--- config.mk ---
export PLATFORM = sky130hd
export DESIGN_NAME = twf_top
export DESIGN_NICKNAME = d
export VERILOG_FILES = /design/src/common/twf_pkg.sv /design/src/common/twf_fifo_if.sv /design/src/design/twf_fifo.sv /design/src/design/twf_top.sv
export SDC_FILE = /design/constraint.sdc
export NUM_CORES = 1
export LEC_CHECK = 0
export BUFFER_PORTS_ARGS = -buffer_cell sky130_fd_sc_hd__buf_2
export CAP_MARGIN = 20
export CORE_MARGIN = 4
export CORE_UTILIZATION = 66
export CTS_CLUSTER_DIAMETER = 200
export DETAILED_ROUTE_END_ITERATION = 10
export GPL_TIMING_DRIVEN = 0
export PLACE_DENSITY = 0.84
export SETUP_SLACK_MARGIN = 0.4
export SYNTH_ARGS = -nofsm -noshare
export SYNTH_HDL_FRONTEND = slang
export SYNTH_SLANG_ARGS = --single-unit
--- constraint.sdc ---
create_clock -name i_clk_sys -period 7.9 [get_ports i_clk_sys]
set_clock_uncertainty 0.05 [all_clocks]
set_input_delay 0.79 -clock i_clk_sys [delete_from_list [all_inputs] [get_ports i_clk_sys]]
set_output_delay 0.79 -clock i_clk_sys [all_outputs]
set_load 0.005 [all_outputs]
--- src/common/twf_pkg.sv ---
package twf_pkg;
  // Word framing
  localparam int TWF_WORD_BITS = 8;
  localparam logic [3:0] TWF_BIT_ZERO = 4'h0;
  localparam logic [3:0] TWF_BIT_ONE = 4'h1;
  localparam logic [3:0] TWF_BIT_LAST = 4'h7;
  localparam logic [3:0] TWF_BIT_FULL = 4'h8;
  localparam logic [7:0] TWF_BYTE_ZERO = 8'h00;
  // Receive buffer
  localparam int TWF_FIFO_DEPTH = 8;
  // Internal write cycle time
  localparam int unsigned TWF_CLK_KHZ = 250_000;
  localparam int unsigned TWF_INTERNAL_WRITE_CYCLE_TIME_MS = 5;
  localparam int unsigned TWF_WRITE_CYCLES = TWF_INTERNAL_WRITE_CYCLE_TIME_MS * TWF_CLK_KHZ;
  localparam int TWF_WCNT_W = 21;
  localparam logic [TWF_WCNT_W-1:0] TWF_WCNT_ZERO = 21'h0;
  localparam logic [TWF_WCNT_W-1:0] TWF_WCNT_ONE = 21'h1;
  typedef enum logic [2:0] {
    TWF_IDLE = 3'h0,
    TWF_RX = 3'h1,
    TWF_ACK_RX = 3'h2,
    TWF_TX = 3'h3,
    TWF_ACK_TX = 3'h4,
    TWF_WAIT_STOP = 3'h5
  } twf_state_e;
endpackage

--- src/common/twf_fifo_if.sv ---
`timescale 1ns/1ps
interface twf_fifo_if #(parameter int W = 8);
  logic valid;
  logic ready;
  logic [W-1:0] data;
  modport src(output valid, output data, input ready);
  modport snk(input valid, input data, output ready);
endinterface

--- src/design/twf_fifo.sv ---
`timescale 1ns/1ps
module twf_fifo #(
  parameter int W = 8,
  parameter int DEPTH = 8
) (
  input wire logic i_clk_sys,
  input wire logic i_rst_b,
  twf_fifo_if.snk fill,
  twf_fifo_if.src drain
);
  localparam int AW = $clog2(DEPTH);
  localparam logic [AW-1:0] PTR_LAST = AW'(DEPTH - 1);
  localparam logic [AW-1:0] PTR_ZERO = '0;
  localparam logic [AW-1:0] PTR_ONE = AW'(1);
  localparam logic [AW:0] CNT_FULL = (AW + 1)'(DEPTH);
  localparam logic [AW:0] CNT_ZERO = '0;
  localparam logic [AW:0] CNT_ONE = (AW + 1)'(1);

  logic [W-1:0] mem [DEPTH];
  logic [AW-1:0] wr_ptr;
  logic [AW-1:0] rd_ptr;
  logic [AW:0] count;
  logic push;
  logic pop;

  assign fill.ready = (count != CNT_FULL);
  assign drain.valid = (count != CNT_ZERO);
  assign drain.data = mem[rd_ptr];
  assign push = fill.valid && fill.ready;
  assign pop = drain.valid && drain.ready;

  always_ff @(posedge i_clk_sys) begin
    if (push) begin
      mem[wr_ptr] <= fill.data;
    end
  end

  always_ff @(posedge i_clk_sys or negedge i_rst_b) begin
    if (!i_rst_b) begin
      wr_ptr <= PTR_ZERO;
      rd_ptr <= PTR_ZERO;
      count <= CNT_ZERO;
    end else begin
      if (push) begin
        wr_ptr <= (wr_ptr == PTR_LAST) ? PTR_ZERO : wr_ptr + PTR_ONE;
      end
      if (pop) begin
        rd_ptr <= (rd_ptr == PTR_LAST) ? PTR_ZERO : rd_ptr + PTR_ONE;
      end
      if (push && !pop) begin
        count <= count + CNT_ONE;
      end else if (pop && !push) begin
        count <= count - CNT_ONE;
      end
    end
  end
endmodule

--- src/design/twf_top.sv ---
`timescale 1ns/1ps
// Contract
// - Data line changes only while clock low; changes while high are start or stop.
// - Start is data falling with clock high; device begins a new command; here, while an internal write is busy, it waits for stop instead.
// - Stop is data rising with clock high; device ends the current sequence.
// - Stop after a read sequence puts the device in standby until next start.
// - Words are eight bits, one bit per serial clock, in both directions.
// - Device pulls data low during the ninth clock after each received word; here it does not when the receive buffer is full or an internal write is busy.
// - Stop after a write sequence runs a self-timed internal write within 5 ms.
// - Incoming bits sampled on clock rise; outgoing bits change after clock fall.
// - Data line is only pulled low or released, never driven high.
module twf_top
  import twf_pkg::*;
#(
  parameter int unsigned P_WRITE_CYCLES = TWF_WRITE_CYCLES
) (
  input wire logic i_clk_sys,
  input wire logic i_rst_b,
  input wire logic i_scl,
  input wire logic i_sda_i,
  output logic o_sda_o,
  output logic o_sda_oe,
  input wire logic i_dir_read,
  input wire logic i_tx_valid,
  input wire logic [TWF_WORD_BITS-1:0] i_tx_data,
  output logic o_tx_take,
  output logic o_rx_valid,
  output logic [TWF_WORD_BITS-1:0] o_rx_data,
  input wire logic i_rx_ready,
  output logic o_standby,
  output logic o_write_busy
);
  localparam logic [TWF_WCNT_W-1:0] WCNT_LOAD = TWF_WCNT_W'(P_WRITE_CYCLES - 1);

  logic scl_m;
  logic scl_q;
  logic scl_p;
  logic sda_m;
  logic sda_q;
  logic sda_p;
  logic scl_rise;
  logic scl_fall;
  logic start_det;
  logic stop_det;
  logic word_fall;
  twf_state_e state;
  logic [3:0] bit_cnt;
  logic [TWF_WORD_BITS-1:0] rx_sh;
  logic [TWF_WORD_BITS-1:0] tx_sh;
  logic first_word;
  logic wrote;
  logic read_seq;
  logic host_ack;
  logic [TWF_WCNT_W-1:0] wr_cnt;

  twf_fifo_if #(.W(TWF_WORD_BITS)) wr_if ();
  twf_fifo_if #(.W(TWF_WORD_BITS)) rd_if ();

  twf_fifo #(
    .W(TWF_WORD_BITS),
    .DEPTH(TWF_FIFO_DEPTH)
  ) twf_fifo_inst (
    .i_clk_sys(i_clk_sys),
    .i_rst_b(i_rst_b),
    .fill(wr_if.snk),
    .drain(rd_if.src)
  );

  // Two-stage synchronisers plus one history stage for edge finding
  always_ff @(posedge i_clk_sys or negedge i_rst_b) begin
    if (!i_rst_b) begin
      scl_m <= 1'b1;
      scl_q <= 1'b1;
      scl_p <= 1'b1;
      sda_m <= 1'b1;
      sda_q <= 1'b1;
      sda_p <= 1'b1;
    end else begin
      scl_m <= i_scl;
      scl_q <= scl_m;
      scl_p <= scl_q;
      sda_m <= i_sda_i;
      sda_q <= sda_m;
      sda_p <= sda_q;
    end
  end

  assign scl_rise = scl_q && !scl_p;
  assign scl_fall = !scl_q && scl_p;
  assign start_det = scl_q && scl_p && sda_p && !sda_q;
  assign stop_det = scl_q && scl_p && !sda_p && sda_q;
  assign word_fall = scl_fall && (state == TWF_RX) && (bit_cnt == TWF_BIT_FULL);

  // Received word enters the buffer at the fall ending its eighth bit
  assign wr_if.valid = word_fall;
  assign wr_if.data = rx_sh;

  // Open-drain: the driven level is always low
  always_ff @(posedge i_clk_sys or negedge i_rst_b) begin
    if (!i_rst_b) begin
      o_sda_o <= 1'b0;
    end else begin
      o_sda_o <= 1'b0;
    end
  end

  // Bit and word framing
  always_ff @(posedge i_clk_sys or negedge i_rst_b) begin
    if (!i_rst_b) begin
      state <= TWF_IDLE;
      bit_cnt <= TWF_BIT_ZERO;
      rx_sh <= TWF_BYTE_ZERO;
      tx_sh <= TWF_BYTE_ZERO;
      o_sda_oe <= 1'b0;
      first_word <= 1'b0;
      wrote <= 1'b0;
      read_seq <= 1'b0;
      host_ack <= 1'b0;
      o_tx_take <= 1'b0;
    end else begin
      o_tx_take <= 1'b0;
      if (start_det) begin
        bit_cnt <= TWF_BIT_ZERO;
        o_sda_oe <= 1'b0;
        first_word <= 1'b1;
        wrote <= 1'b0;
        read_seq <= 1'b0;
        host_ack <= 1'b0;
        // Busy writing: stay silent so polling sees no acknowledge
        state <= o_write_busy ? TWF_WAIT_STOP : TWF_RX;
      end else if (stop_det) begin
        bit_cnt <= TWF_BIT_ZERO;
        o_sda_oe <= 1'b0;
        state <= TWF_IDLE;
      end else begin
        unique case (state)
          TWF_IDLE, TWF_WAIT_STOP: begin
            o_sda_oe <= 1'b0;
          end
          TWF_RX: begin
            if (scl_rise && bit_cnt != TWF_BIT_FULL) begin
              rx_sh <= {rx_sh[TWF_WORD_BITS-2:0], sda_q};
              bit_cnt <= bit_cnt + TWF_BIT_ONE;
            end
            if (word_fall) begin
              bit_cnt <= TWF_BIT_ZERO;
              if (wr_if.ready) begin
                o_sda_oe <= 1'b1;
                state <= TWF_ACK_RX;
              end else begin
                state <= TWF_WAIT_STOP;
              end
            end
          end
          TWF_ACK_RX: begin
            if (scl_fall) begin
              first_word <= 1'b0;
              if (first_word && i_dir_read) begin
                read_seq <= 1'b1;
                if (i_tx_valid) begin
                  tx_sh <= i_tx_data;
                  o_sda_oe <= !i_tx_data[TWF_WORD_BITS-1];
                  o_tx_take <= 1'b1;
                  state <= TWF_TX;
                end else begin
                  o_sda_oe <= 1'b0;
                  state <= TWF_WAIT_STOP;
                end
              end else begin
                o_sda_oe <= 1'b0;
                if (!first_word) begin
                  wrote <= 1'b1;
                end
                state <= TWF_RX;
              end
            end
          end
          TWF_TX: begin
            if (scl_fall) begin
              if (bit_cnt == TWF_BIT_LAST) begin
                bit_cnt <= TWF_BIT_ZERO;
                o_sda_oe <= 1'b0;
                host_ack <= 1'b0;
                state <= TWF_ACK_TX;
              end else begin
                bit_cnt <= bit_cnt + TWF_BIT_ONE;
                tx_sh <= {tx_sh[TWF_WORD_BITS-2:0], 1'b0};
                o_sda_oe <= !tx_sh[TWF_WORD_BITS-2];
              end
            end
          end
          TWF_ACK_TX: begin
            if (scl_rise) begin
              host_ack <= !sda_q;
            end
            if (scl_fall) begin
              if (host_ack && i_tx_valid) begin
                tx_sh <= i_tx_data;
                o_sda_oe <= !i_tx_data[TWF_WORD_BITS-1];
                o_tx_take <= 1'b1;
                state <= TWF_TX;
              end else begin
                o_sda_oe <= 1'b0;
                state <= TWF_WAIT_STOP;
              end
            end
          end
          default: begin
            o_sda_oe <= 1'b0;
            state <= TWF_IDLE;
          end
        endcase
      end
    end
  end

  // Standby after a read ends, left at the next start
  always_ff @(posedge i_clk_sys or negedge i_rst_b) begin
    if (!i_rst_b) begin
      o_standby <= 1'b1;
    end else if (start_det) begin
      o_standby <= 1'b0;
    end else if (stop_det && read_seq) begin
      o_standby <= 1'b1;
    end
  end

  // Self-timed internal write, exactly P_WRITE_CYCLES long
  always_ff @(posedge i_clk_sys or negedge i_rst_b) begin
    if (!i_rst_b) begin
      o_write_busy <= 1'b0;
      wr_cnt <= TWF_WCNT_ZERO;
    end else if (o_write_busy) begin
      if (wr_cnt == TWF_WCNT_ZERO) begin
        o_write_busy <= 1'b0;
      end else begin
        wr_cnt <= wr_cnt - TWF_WCNT_ONE;
      end
    end else if (stop_det && wrote && !read_seq) begin
      o_write_busy <= 1'b1;
      wr_cnt <= WCNT_LOAD;
    end
  end

  // Output stage so receive outputs come from flip-flops
  assign rd_if.ready = !o_rx_valid || i_rx_ready;

  always_ff @(posedge i_clk_sys or negedge i_rst_b) begin
    if (!i_rst_b) begin
      o_rx_valid <= 1'b0;
      o_rx_data <= TWF_BYTE_ZERO;
    end else if (rd_if.ready) begin
      o_rx_valid <= rd_if.valid;
      if (rd_if.valid) begin
        o_rx_data <= rd_if.data;
      end
    end
  end
endmodule

Word-level counts from Yosys, hierarchy flattened
Memories as Yosys holds them, arrays and structs flattened. A register that Yosys moved wholly into a read port is not among the register bits.
Index checks and enable logic that the tools add are counted.
Word-level totals
  flip-flop bits (word level): 68
  RAM bits: 64
  input port bits: 15
  output and inout bits: 14
  logic and storage cells: 203
  memories: 1
Cells by class
  $add $sub $neg: 6
  equal/unequal tests: 33
  mux-type cells: 83
  bitwise gates (word level): 2
  reductions and logical operators: 55
Memories
  twf_fifo_inst.mem: depth 8, bits a word 8, read ports 1, clocked after Yosys merged registers in 1, wr ports 1, line twf_fifo.sv:19  | logic [W-1:0] mem [DEPTH];
Operators with widths (number)
  21-bit 2-to-1 mux: 3
  7-bit 2-to-1 mux: 7
  1-bit 2-to-1 mux: 45
  3-bit 2-to-1 mux: 14
  4-bit 2-to-1 mux: 8
  4-bit inequality test (second input constant): 6
  2-bit inequality test (second input constant): 11
  21-bit zero test: 1
  7-bit case mux with 3 select lines: 1
  21-bit by 1-bit subtractor with 21-bit output (second input constant): 1
  1-bit logical AND: 19
  3-bit case mux with 5 select lines: 1
  5-bit AND reduction: 3
  3-bit == test (second input constant): 4
  3-bit inequality test (second input constant): 4
  2-bit nonzero test: 6
  1-bit zero test: 11
  10-bit AND reduction: 1
  4-bit by 1-bit adder with 4-bit output (second input constant): 2
  4-bit by 3-bit inequality test with 1-bit output (second input constant): 2
  4-bit case mux with 2 select lines: 1
  4-bit AND reduction: 2
  4-bit nonzero test: 2
  3-bit by 1-bit adder with 3-bit output (second input constant): 2
  other kinds (16): 22

Depth between registers and ports, before layout
Gate-level depths: netlist (run 1).
  depth after elaboration: 9
  depth in mapped cells: 13

By module
A second synthesis (run 1) with hierarchy kept.
Unflattened totals
  cells, all modules: 471
  area, all modules: 6528.8 um^2
Modules (own cells, without submodules)
  twf_top: instances 1, cells an instance 313, area each 3370.7 um^2, seq. area each 1660.3 um^2
  twf_fifo: instances 1, cells an instance 158, area each 3158.0 um^2, seq. area each 2172.1 um^2

Worst setup path before layout (run 1)
No wires, ideal clock.
  kind: reg2reg
  start point: reg state[2]
  end point: reg twf_fifo_inst.count[3]
  library setup time: 125 ps
  arrival time: 2565 ps
  required time: 7725 ps
  path slack: 5159 ps
  cell stages (with the launch flop): 12
  buffers on the path: 1
  period minus slack after synthesis: 2741 ps
  path through: dfrtp_1 buf_2 or3b_4 nor4_4 ha_1 inv_1 ha_1 a21o_1 a21oi_1 xnor2_1 nor2_1 xor2_1
On the way
  word-level cells in the longest chain between the ends: 7
RTL lines
  start: declaration: line twf_top.sv:46  | twf_state_e state;
  start signal: assignment: line twf_top.sv:130  | state <= o_write_busy ? TWF_WAIT_STOP : TWF_RX;
  3-bit by 1-bit == test with 1-bit output *: line twf_top.sv:92  | assign word_fall = scl_fall && (state == TWF_RX) && (bit_cnt == TWF_BIT_FULL);
  1-bit logical AND * (2 in series): line twf_top.sv:92
  1-bit logical AND *: line twf_fifo.sv:29  | assign push = fill.valid && fill.ready;
  via twf_fifo_inst.push: line twf_fifo.sv:23  | logic push;
  1-bit zero test: line twf_fifo.sv:52  | end else if (pop && !push) begin
  1-bit logical AND: line twf_fifo.sv:52
  2-bit nonzero test (no line)
  end signal: assignment: line twf_fifo.sv:51  | count <= count + CNT_ONE;
  end signal: assignment: line twf_fifo.sv:53  | count <= count - CNT_ONE;
  end: declaration: line twf_fifo.sv:22  | logic [AW:0] count;
Mark *: on every way through the listed nets, which the timed path passes. The rest lies on a longest branch.
A chain may end at the register's enable or synchronous reset.

Final worst setup path (run 1)
  start point: reg bit_cnt[0]
  end point: reg twf_fifo_inst.count[3]
On the way
  word-level cells in the longest chain between the ends: 6
RTL lines
  start: declaration: line twf_top.sv:47  | logic [3:0] bit_cnt;
  start signal: assignment: line twf_top.sv:143  | bit_cnt <= bit_cnt + TWF_BIT_ONE;
  start signal: assignment: line twf_top.sv:186  | bit_cnt <= bit_cnt + TWF_BIT_ONE;
  4-bit == test *: line twf_top.sv:92
  1-bit logical AND *: line twf_top.sv:92
  1-bit logical AND *: line twf_fifo.sv:29
  via twf_fifo_inst.push: line twf_fifo.sv:23
  1-bit zero test: line twf_fifo.sv:52
  1-bit logical AND: line twf_fifo.sv:52
  2-bit nonzero test (no line)
Marked as above.

==> results.json, run 1 <==
{
  "avgSynthCellArea_sq_um": 13.2,
  "path_class": "reg2reg",
  "power_density_mw_per_mm2": 366,
  "antenna_found_initial": 0,
  "worstHoldPathType": "in2async",
  "gp_congestion": 0.896,
  "ctsResizeCount": 0,
  "finalSetupViolations": 0,
  "fin_ws_ps": 4840,
  "antenna_cells": 0,
  "yosysWarnings": 0,
  "rows": 35,
  "final.min_clock_period_ps": 3060,
  "cts.htree.levels": 4,
  "wl_per_cell_microns": 18.6,
  "hold_violations": 0,
  "clk-insertion-delay-late_ps": 510,
  "grt_pass1_wl_microns": 20800,
  "grt_pass1_vias": 4143,
  "combPwrFrac_pct": 28.3,
  "initial_core_util_pct": 68.1,
  "dieHeight_microns": 106,
  "synthArstFlopShare_pct": 54.3,
  "crit_path_end_kind": "flip-flop",
  "ios": 29,
  "drive_gt1_share_pct": 22.9,
  "clock.fmax_mhz": 326,
  "drc_errors": 0,
  "routed_wl_microns": 12400,
  "cts_setup_buffers": 0,
  "cp-start-kind": "flip-flop",
  "cts_root_buffer": "clkbuf_8",
  "synth_area_sq_mm": 0.00629,
  "vdd_drop_max_mv": 0.220,
  "power.switching_w": 0.000850,
  "ys_seq_area_share_pct": 60.9,
  "finalPower_w": 0.00265,
  "synth_seq_cells": 140,
  "yosysTopAreaCellShare_pct": 30.5,
  "tightest_slew_ps": 840,
  "clockBufferDepth": 2,
  "dpl_worst_slack_ps": 4800,
  "required_ps": 8250,
  "ff2ff_path_depth": 12,
  "synth_edf_count": 64,
  "fin_nets": 550,
  "switching_share_pct": 32.0,
  "leakagePower_nw": 3.00,
  "io_buffer_count": 27,
  "reg2reg_slack_ps": 4840,
  "final_max_slew_viol_count": 0,
  "grt_max_degree": 64,
  "maxCapViolCount": 0,
  "p_int_w": 0.00180,
  "antenna_left": 0,
  "critPathTopFamily": "simple AND/OR/NAND/NOR gates",
  "path_clk_slew_ps": 60,
  "worstPathArrival_ps": 3410,
  "reg2reg_from": "bit_cnt[0]$_DFFE_PN0P_",
  "syn_inst": 475,
  "gr-usage-all-layers_pct": 24.1,
  "postCtsHoldBufs": 0,
  "die_w_microns": 106,
  "detailroute.via_count": 4052,
  "rsz0062_at_grt": "no",
  "fin_tns_setup_ps": 0,
  "drt_iter0_drc": 290,
  "rr_endpoint": "twf_fifo_inst.count[3]$_DFFE_PN0P_",
  "cts_buffers": 17,
  "grt_overflow": 0,
  "dr.pass1.iters": 7,
  "synth.distinct_cells": 68,
  "fin_crit_sh_pct": 38.8,
  "max_slew_margin_pct": 43.8,
  "yosys.area.top_type": "edfxtp_1",
  "pwr-share-clk_pct": 31.8,
  "clock-sinks": 140,
  "critPathBufInv": 2,
  "die_area_sq_mm": 0.0112,
  "worst_hold_slack_ps": 70.4,
  "core_sq_mm": 0.00924,
  "synth_ff_type": "dfrtp_1",
  "synthToLayoutAreaGrowth_pct": 15.4,
  "cp_num_cells": 12,
  "vias_per_cell": 6.09,
  "synthTopCellsByArea": "edfxtp_1 (31%), dfrtp_1 (27%), mux4_2 (5.7%)",
  "cts_tree": "built",
  "seqPwrFrac_pct": 39.9,
  "cpMostUsedCell": "ha_1",
  "crit_path_cell_trace": "inv_1 > ha_1 > nand3b_1 > nor4_4 > ha_1 > inv_1 > ha_1 > a21o_1 > a21oi_1 > xnor2_1 > nor2_1 > xor2_1",
  "critPathMaxFanout": 7,
  "outcome": "complete, no violations",
  "final_util_pct": 78.6,
  "slowest_stage": "nor4_4",
  "crit_path_max_incr_delay_ps": 590,
  "detailedPlacementHpwl_microns": 7950,
  "syn-num-nets": 502
}
## how the worst max path moves through the flow
stage	slack (ps)	startpoint	to
after detailed placement	4800	i_rx_ready	twf_fifo_inst.count[3]$_DFFE_PN0P_
final	4840	bit_cnt[0]$_DFFE_PN0P_	twf_fifo_inst.count[3]$_DFFE_PN0P_
after floorplan	5160	state[2]$_DFFE_PN0P_	twf_fifo_inst.count[3]$_DFFE_PN0P_
after CTS	4770	bit_cnt[0]$_DFFE_PN0P_	twf_fifo_inst.mem[1][0]$_DFFE_PP_
after global placement	4890	i_rx_ready	twf_fifo_inst.count[3]$_DFFE_PN0P_
after global routing	4620	bit_cnt[0]$_DFFE_PN0P_	twf_fifo_inst.count[3]$_DFFE_PN0P_
## registers in the layout, indices dropped and copies added, names as in the netlist, 4 cells and up
register             flops
wr_cnt                  21
tx_sh                    7
bit_cnt                  4
rx_sh                    8
o_rx_data                8
twf_fifo_inst.mem       64
twf_fifo_inst.count      4
## synthesized netlist by cell type, types with 4 or more instances
master / instances
dfrtp_1: 69
nand3b_1: 4
nor3_1: 11
xnor2_1: 6
dfstp_2: 7
buf_2: 7
and3_1: 8
nor3b_1: 7
nand2b_1: 8
mux4_2: 16
inv_1: 15
mux2_2: 11
a31oi_1: 6
a21oi_1: 19
nor2_1: 42
edfxtp_1: 64
nand3_1: 6
nor2b_1: 4
o21ai_1: 5
o21ai_0: 22
mux2i_1: 21
ha_1: 11
nand2_1: 37
a211oi_1: 4
clkbuf_1: 7
## power groups by stage
stage          clock network, W  registers [W]  logic, W
5_1_grt                0.000896        0.00108  0.000830
2_1_floorplan                 0        0.00103  0.000571
3_3_place_gp                  0        0.00105  0.000704
3_5_place_dp                  0        0.00106  0.000737
6_report               0.000844        0.00106  0.000752
4_1_cts                0.000855        0.00106  0.000753
## layout by cell type, fill, tap and decap left out, types with 4 or more instances in the layout
cell type / instances
xnor2_1: 6
nand2_1: 37
a211oi_1: 4
dfrtp_1: 69
clkbuf_1: 7
nand3_1: 6
edfxtp_1: 64
nor3_1: 11
inv_1: 15
mux4_2: 16
nor2_1: 42
nor2b_1: 4
nand3b_1: 4
nor3b_1: 7
mux2i_1: 21
o21ai_0: 22
and3_1: 8
a21oi_1: 19
buf_2: 34
o21ai_1: 5
mux2_2: 11
dfstp_2: 7
clkbuf_16: 16
ha_1: 11
bufinv_16: 5
a31oi_1: 6
nand2b_1: 8
## through the flow
stage	cells	cell area [sq um]
2_1_floorplan	475	6290
3_3_place_gp	631	6590
3_5_place_dp	632	6620
4_1_cts	664	7260
5_1_grt	665	7260
6_report	665	7260
## routing by layer
layer / wire length (microns) / share of wire, % / GRT usage, %
met1: 4970 / 40 / 31.2
met2: 6510 / 53 / 41.0
met3: 680 / 5.5 / 5.02
met4: 205 / 1.7 / 7.77
met5: 0 / 0 / 0
## logic make-up (layout without fill, tap and decap cells)
group	after synthesis	count (layout)	synth area share (%)
and+or+nand+nor	157	157	14.4
DFF	140	140	60.9
AOI/OAI and AO/OA	77	77	7.77
muxes	49	49	11.2
buffers and inverters	32	93	2.23
adders and majority gates	12	12	2.50
xor gates and xnor gates	7	7	0.974
other	1	1	0.0596
## area by class of cell
type | count | area, sq um
sequential | 140 | 3830
multi-input combinational | 303 | 2320
fill | 499 | 1980
clock buffer | 17 | 414
clock inverter | 15 | 221
timing repair buffer | 29 | 170
tap | 129 | 161
buffer | 17 | 83.8
inverter | 15 | 56.3
Note: power is estimated with default switching activity, not from simulation.
==> inputs of run 2 (changes only) <==
--- a/config.mk
+++ b/config.mk
@@ -5,14 +5,15 @@
 export SDC_FILE = /design/constraint.sdc
 export NUM_CORES = 1
 export LEC_CHECK = 0
+export ABC_AREA = 1
 export BUFFER_PORTS_ARGS = -buffer_cell sky130_fd_sc_hd__buf_2
 export CAP_MARGIN = 20
 export CORE_MARGIN = 4
-export CORE_UTILIZATION = 66
+export CORE_UTILIZATION = 56
 export CTS_CLUSTER_DIAMETER = 200
 export DETAILED_ROUTE_END_ITERATION = 10
 export GPL_TIMING_DRIVEN = 0
-export PLACE_DENSITY = 0.84
+export PLACE_DENSITY = 0.75
 export SETUP_SLACK_MARGIN = 0.4
 export SYNTH_ARGS = -nofsm -noshare
 export SYNTH_HDL_FRONTEND = slang
==> constraint.sdc (replaced) <==
create_clock -name i_clk_sys -period 2.7 [get_ports i_clk_sys]
set_clock_uncertainty 0.05 [all_clocks]
set_input_delay 0.27 -clock i_clk_sys [delete_from_list [all_inputs] [get_ports i_clk_sys]]
set_output_delay 0.27 -clock i_clk_sys [all_outputs]
set_load 0.005 [all_outputs]
==> results.json, run 2 <==
{
  "clk-insertion-delay-late_ps": 420,
  "synth.distinct_cells": 37,
  "yosys.area.top_type": "edfxtp_1",
  "synth_area_sq_mm": 0.00675,
  "synthSimpleGateAreaFrac_pct": 22.7,
  "fin_nets": 838,
  "fin_crit_sh_pct": 84.1,
  "power.switching_w": 0.00210,
  "yosysTopAreaCellShare_pct": 28.5,
  "drive_gt1_share_pct": 18.4,
  "die_area_sq_mm": 0.0139,
  "dpl_cell_area_sq_mm": 0.00713,
  "max_slew_margin_pct": 52.6,
  "avgSynthCellArea_sq_um": 9.11,
  "wl_per_cell_microns": 15.3,
  "synthAdderAreaFrac_pct": 2.34,
  "outcome": "complete, no violations",
  "largest_reg_flops": 64,
  "vias_per_cell": 5.43,
  "yosysMostFrequentCell": "nand2_1",
  "clock.fmax_mhz": 440,
  "detailroute.via_count": 5249,
  "antenna_cells": 0,
  "combPwrFrac_pct": 24.4,
  "ios": 29,
  "syn-num-nets": 768,
  "switching_share_pct": 30.9,
  "clock-sinks": 140,
  "synth-xor-area-share_pct": 1.17,
  "most-common-layout-cells": "nand2_1 (175), nor2_1 (113), dfrtp_1 (69)",
  "finalPower_w": 0.00680,
  "die_w_microns": 118,
  "hold_violations": 0,
  "p_int_w": 0.00470,
  "synth_edf_count": 64,
  "antenna_found_initial": 0,
  "grt_overflow": 0,
  "pwr-share-clk_pct": 35.5,
  "syn_inst": 741,
  "leakagePower_nw": 3.77,
  "reg_top3": "twf_fifo_inst.mem x64, wr_cnt x21",
  "io_buffer_count": 27,
  "ys_seq_area_share_pct": 56.8,
  "antenna_left": 0,
  "synthToLayoutAreaGrowth_pct": 19.0,
  "cts_buffers": 17,
  "synth_commonest_cells": "nand2_1 (177), nor2_1 (115), dfrtp_1 (69)",
  "cp-start-kind": "flip-flop",
  "postLayoutCellArea_sq_mm": 0.00804,
  "finalSetupViolations": 0,
  "grt_max_degree": 73,
  "final_max_slew_viol_count": 0,
  "detailedPlacementHpwl_microns": 9740,
  "crit_path_end_kind": "flip-flop",
  "yosysWarnings": 0,
  "layout_commonest_cell": "nand2_1",
  "synthTopCellsByArea": "edfxtp_1 (28%), dfrtp_1 (26%), nand2_1 (9.8%)",
  "grt_pass1_wl_microns": 24600,
  "cts_tree": "built",
  "synth_compound_area_share_pct": 10.1,
  "seqPwrFrac_pct": 40.1,
  "tightest_slew_ps": 708,
  "rows": 39,
  "worstHoldPathType": "in2reg",
  "final_util_pct": 69.2,
  "power_density_mw_per_mm2": 846,
  "cts_root_buffer": "clkbuf_16",
  "vdd_drop_max_mv": 0.515,
  "muxShareOfSynthArea_pct": 1.06,
  "drt_iter0_drc": 367,
  "gr-usage-all-layers_pct": 22.1,
  "synth_ff_type": "dfrtp_1",
  "initial_core_util_pct": 58.1,
  "cts.htree.levels": 4,
  "gp_congestion": 0.911,
  "worstPathArrival_ps": 2530,
  "synth_top_family_by_area": "simple AND/OR/NAND/NOR gates",
  "clockBufferDepth": 2,
  "path_clk_slew_ps": 60,
  "maxCapViolCount": 0,
  "dieHeight_microns": 118,
  "drc_errors": 0,
  "largest-register": "twf_fifo_inst.mem",
  "core_sq_mm": 0.0116,
  "fillers": 892,
  "synth_seq_cells": 140,
  "fin_tns_setup_ps": 0,
  "final.min_clock_period_ps": 2270,
  "routed_wl_microns": 14800,
  "dr.pass1.iters": 5,
  "synthArstFlopShare_pct": 54.3,
  "path_class": "reg2reg",
  "critPathMaxFanout": 10,
  "grt_pass1_vias": 5165,
  "required_ps": 2960,
  "rsz0062_at_grt": "yes"
}
==> run 2: cell types whose count changed in the layout (fill, tap and decap cells not counted), sizes merged, moves of 15 or more <==
cell	before	now
nor2	42	120
buf	39	60
mux2i	21	6
nand3	6	50
nand2	38	182
o211ai	1	18
mux4	16	0
o21ai	27	82
inv	16	71
==> run 2: cells by family (layout without fill, tap and decap cells) <==
family,after synthesis,after routing
buffers and inverters,91,174
flip-flops,140,140
multiplexers,7,7
XOR/XNOR,9,9
other,1,1
AO/OA/AOI/OAI,112,112
adder cells (fa/ha/maj),12,12
AND/OR/NAND/NOR,369,369
==> run 2: metrics by stage <==
stage                     setup slack, ps  hold WS [ps]  cells
after floorplan                       407         -75.6    741
after global placement              -68.9           296    911
after detailed placement             43.1          34.6    917
after CTS                             295          48.4    964
after global routing                  322          48.9    967
final                                 430          51.9    967
==> run 2: timing repair <==
| item | CTS | global route |
|---|---|---|
| buffers inserted | 11 | 3 |
| resized for setup | 19 | 14 |
| hold buffers | 4 | 0 |
| hold endpoints to repair | 72 | 0 |
| pin swaps | 7 | 8 |
| setup endpoints to repair | 45 | 60 |
==> run 2: power by group through the flow <==
stage | registers (W) | logic (W) | clock network (W)
after floorplan | 0.00270 | 0.000995 | 0
after global placement | 0.00275 | 0.00137 | 0
after detailed placement | 0.00277 | 0.00143 | 0
after CTS | 0.00271 | 0.00162 | 0.00245
after global routing | 0.00275 | 0.00186 | 0.00255
final | 0.00273 | 0.00166 | 0.00241
==> run 2: final timing paths <==
| path | cells after the start | end | from | slack, ps |
|---|---|---|---|---|
| worst min register to register | 0 | scl_q$_DFF_PN1_ | scl_m$_DFF_PN1_ | 300 |
| max in group asynchronous | 3 | sda_q$_DFF_PN1_ | i_rst_b | 1840 |
| min in group asynchronous | 2 | o_rx_data[2]$_DFFE_PN0P_ | i_rst_b | 170 |
| worst max-delay path | 12 | twf_fifo_inst.count[3]$_DFFE_PN0P_ | twf_fifo_inst.count[2]$_DFFE_PN0P_ | 430 |
| worst max register to register | 12 | twf_fifo_inst.count[3]$_DFFE_PN0P_ | twf_fifo_inst.count[2]$_DFFE_PN0P_ | 430 |
| worst min-delay path | 3 | tx_sh[0]$_DFFE_PN0P_ | i_tx_data[0] | 50 |
==> run 2: layer usage <==
layer	wire (microns)	vias to the layer above	track usage [%]
li1	-	2587	-
met1	6270	2496	27.8
met2	7550	140	37.0
met5	0	-	0
met3	628	26	5.53
met4	307	0	8.06
==> run 2: layout make-up <==
cell class | instances | area, sq um | share of cell area [%]
Buffer | 23 | 138 | 1.71
Clock buffer | 25 | 528 | 6.57
Clock inverter | 7 | 96.3 | 1.20
Inverter | 68 | 258 | 3.21
Multi-Input combinational cell | 510 | 2660 | 33.2
Sequential cell | 140 | 3830 | 47.7
Tap cell | 143 | 179 | 2.23
Timing Repair Buffer | 51 | 340 | 4.24
==> run 2: worst max-delay path: stages, from the launching register on <==
cell	delay (ps)
dfrtp_1	430
inv_1	120
a31oi_2	230
inv_2	70
buf_4	190
ha_4	170
inv_4	100
ha_4	210
a21oi_2	150
nand2_2	70
a21oi_2	120
o21ai_1	80
xor2_1	150
==> inputs of run 3 (changes only) <==
--- a/config.mk
+++ b/config.mk
@@ -9,11 +9,11 @@
 export BUFFER_PORTS_ARGS = -buffer_cell sky130_fd_sc_hd__buf_2
 export CAP_MARGIN = 20
 export CORE_MARGIN = 4
-export CORE_UTILIZATION = 56
+export CORE_UTILIZATION = 62
 export CTS_CLUSTER_DIAMETER = 200
 export DETAILED_ROUTE_END_ITERATION = 10
 export GPL_TIMING_DRIVEN = 0
-export PLACE_DENSITY = 0.75
+export PLACE_DENSITY = 0.79
 export SETUP_SLACK_MARGIN = 0.4
 export SYNTH_ARGS = -nofsm -noshare
 export SYNTH_HDL_FRONTEND = slang
==> constraint.sdc (replaced) <==
create_clock -name i_clk_sys -period 2.1 [get_ports i_clk_sys]
set_clock_uncertainty 0.05 [all_clocks]
set_input_delay 0.21 -clock i_clk_sys [delete_from_list [all_inputs] [get_ports i_clk_sys]]
set_output_delay 0.21 -clock i_clk_sys [all_outputs]
set_load 0.005 [all_outputs]
==> results.json, run 3 (same netlist as run 2, synthesis figures left out) <==
{
  "violations": "negative setup slack",
  "clockBufferDepth": 2,
  "clock-sinks": 140,
  "power_density_mw_per_mm2": 986,
  "dpl_worst_slack_ps": -238,
  "antenna_found_initial": 0,
  "synthToLayoutAreaGrowth_pct": 38.4,
  "seqPwrFrac_pct": 38.9,
  "fin_nets": 899,
  "combPwrFrac_pct": 31.6,
  "required_ps": 2470,
  "io_buffer_count": 27,
  "drive_gt1_share_pct": 34.2,
  "power.switching_w": 0.00338,
  "detailedPlacementHpwl_microns": 10300,
  "layout_commonest_cell": "nand2_1",
  "path_clk_slew_ps": 70,
  "worstHoldPathType": "in2reg",
  "clk-insertion-delay-late_ps": 550,
  "largest-register": "twf_fifo_inst.mem",
  "antenna_left": 0,
  "rows": 37,
  "core_sq_mm": 0.0105,
  "grt_overflow": 0,
  "clock.fmax_mhz": 409,
  "leakagePower_nw": 4.36,
  "place_inst": 905,
  "tightest_slew_ps": 707,
  "antenna_cells": 0,
  "die_w_microns": 112,
  "worstPathArrival_ps": 2820,
  "crit_path_end_kind": "flip-flop",
  "die_area_sq_mm": 0.0126,
  "fin_crit_sh_pct": 116,
  "final.min_clock_period_ps": 2440,
  "dieHeight_microns": 112,
  "holdPathStages": 5,
  "vdd_drop_max_mv": 0.744,
  "finalPower_w": 0.00921,
  "dr.pass1.iters": 7,
  "reg_top3": "twf_fifo_inst.mem x64, wr_cnt x21",
  "hold_violations": 0,
  "drc_errors": 0,
  "fin_ws_ps": -342,
  "cp-start-kind": "flip-flop",
  "gr-usage-all-layers_pct": 29.1,
  "cts_root_buffer": "clkbuf_8",
  "wl_per_cell_microns": 22.4,
  "cts_buffers": 17,
  "ios": 29,
  "grt_pass1_vias": 5895,
  "gp_congestion": 0.915,
  "finalSetupViolations": 72,
  "cts_tree": "built",
  "fillers": 412,
  "max_slew_margin_pct": 52.8,
  "cts.htree.levels": 4,
  "initial_core_util_pct": 64.5,
  "grt_max_degree": 67,
  "pwr-share-clk_pct": 29.5,
  "postLayoutCellArea_sq_mm": 0.00934,
  "switching_share_pct": 36.7,
  "detailroute.via_count": 6591,
  "path_class": "reg2reg",
  "outcome": "complete, but fails checks",
  "largest_reg_flops": 64,
  "final_cells": 1021,
  "dpl_cell_area_sq_mm": 0.00723,
  "maxCapViolCount": 0,
  "rsz0062_at_grt": "yes",
  "final_max_slew_viol_count": 0,
  "most-common-layout-cells": "nand2_1 (135), nor2_1 (101), dfrtp_1 (65)",
  "drt_iter0_drc": 1128,
  "critPathMaxFanout": 4,
  "grt_pass1_wl_microns": 28700,
  "vias_per_cell": 6.46,
  "reg2reg_slack_ps": -340,
  "ff2ff_path_depth": 14,
  "routed_wl_microns": 22800,
  "p_int_w": 0.00583
}
==> run 3: worst paths after layout <==
check / from / end
max in group asynchronous: i_rst_b / twf_fifo_inst.rd_ptr[1]$_DFFE_PN0P_
worst min-delay path: i_dir_read / read_seq$_DFFE_PN0P_
worst max register to register: bit_cnt[1]$_DFFE_PN0P_ / twf_fifo_inst.count[3]$_DFFE_PN0P_
worst min register to register: scl_m$_DFF_PN1_ / scl_q$_DFF_PN1_
worst max-delay path: bit_cnt[1]$_DFFE_PN0P_ / twf_fifo_inst.count[3]$_DFFE_PN0P_
min in group asynchronous: i_rst_b / o_rx_valid$_DFFE_PN0N_
==> run 3: critical path: stages, from the launching register on <==
cell and delay [ps]:
dfrtp_1 420, inv_2 80, ha_4 160, nand3_4 100, nor2_4 160, nand3_4 90, inv_4 80, ha_4 140
inv_6 40, ha_1 320, nand3_2 100, nand2_1 90, a21oi_1 200, o21ai_1 120, xor2_1 160
==> run 3: metrics by stage <==
step	setup TNS (ps)	hold slack (ps)	util, %
after CTS	-73.0	51.3	81.6
after global placement	-5670	266	68.8
after global routing	-8580	122	89.3
after floorplan	-2.27	-136	-
after detailed placement	-11450	13.6	69.1
final	-3200	110	89.3
==> run 3: power groups by stage <==
stage	clock, W	combinational, W	sequential, W
final	0.00272	0.00291	0.00358
after global routing	0.00286	0.00313	0.00360
after CTS	0.00265	0.00221	0.00352
after detailed placement	0	0.00194	0.00358
after global placement	0	0.00183	0.00356
after floorplan	0	0.00135	0.00348
==> run 3: area by class of cell <==
type	count	area, sq um	area share (%)
sequential	140	3840	41.1
multi-input combinational	511	3250	34.8
timing repair buffer	111	1100	11.8
clock buffer	19	422	4.51
inverter	68	272	2.91
buffer	23	193	2.06
tap	136	170	1.82
clock inverter	13	95.1	1.02
==> run 3: timing repair <==
action / 4_1_cts / 5_1_grt
buffers inserted: 33 / 32
hold buffers: 13 / 0
resized for setup: 76 / 150
endpoints found under the setup margin: 98 / 125
pin swaps: 24 / 50
endpoints found under the hold margin: 79 / 0
gates cloned: 2 / 4
==> run 3: layer usage <==
metal  part of all wire, %  global-route usage, %
met1                    33                   33.3
met5                     0                      0
met2                    49                   51.8
met3                   9.7                   6.04
met4                   7.9                   14.3
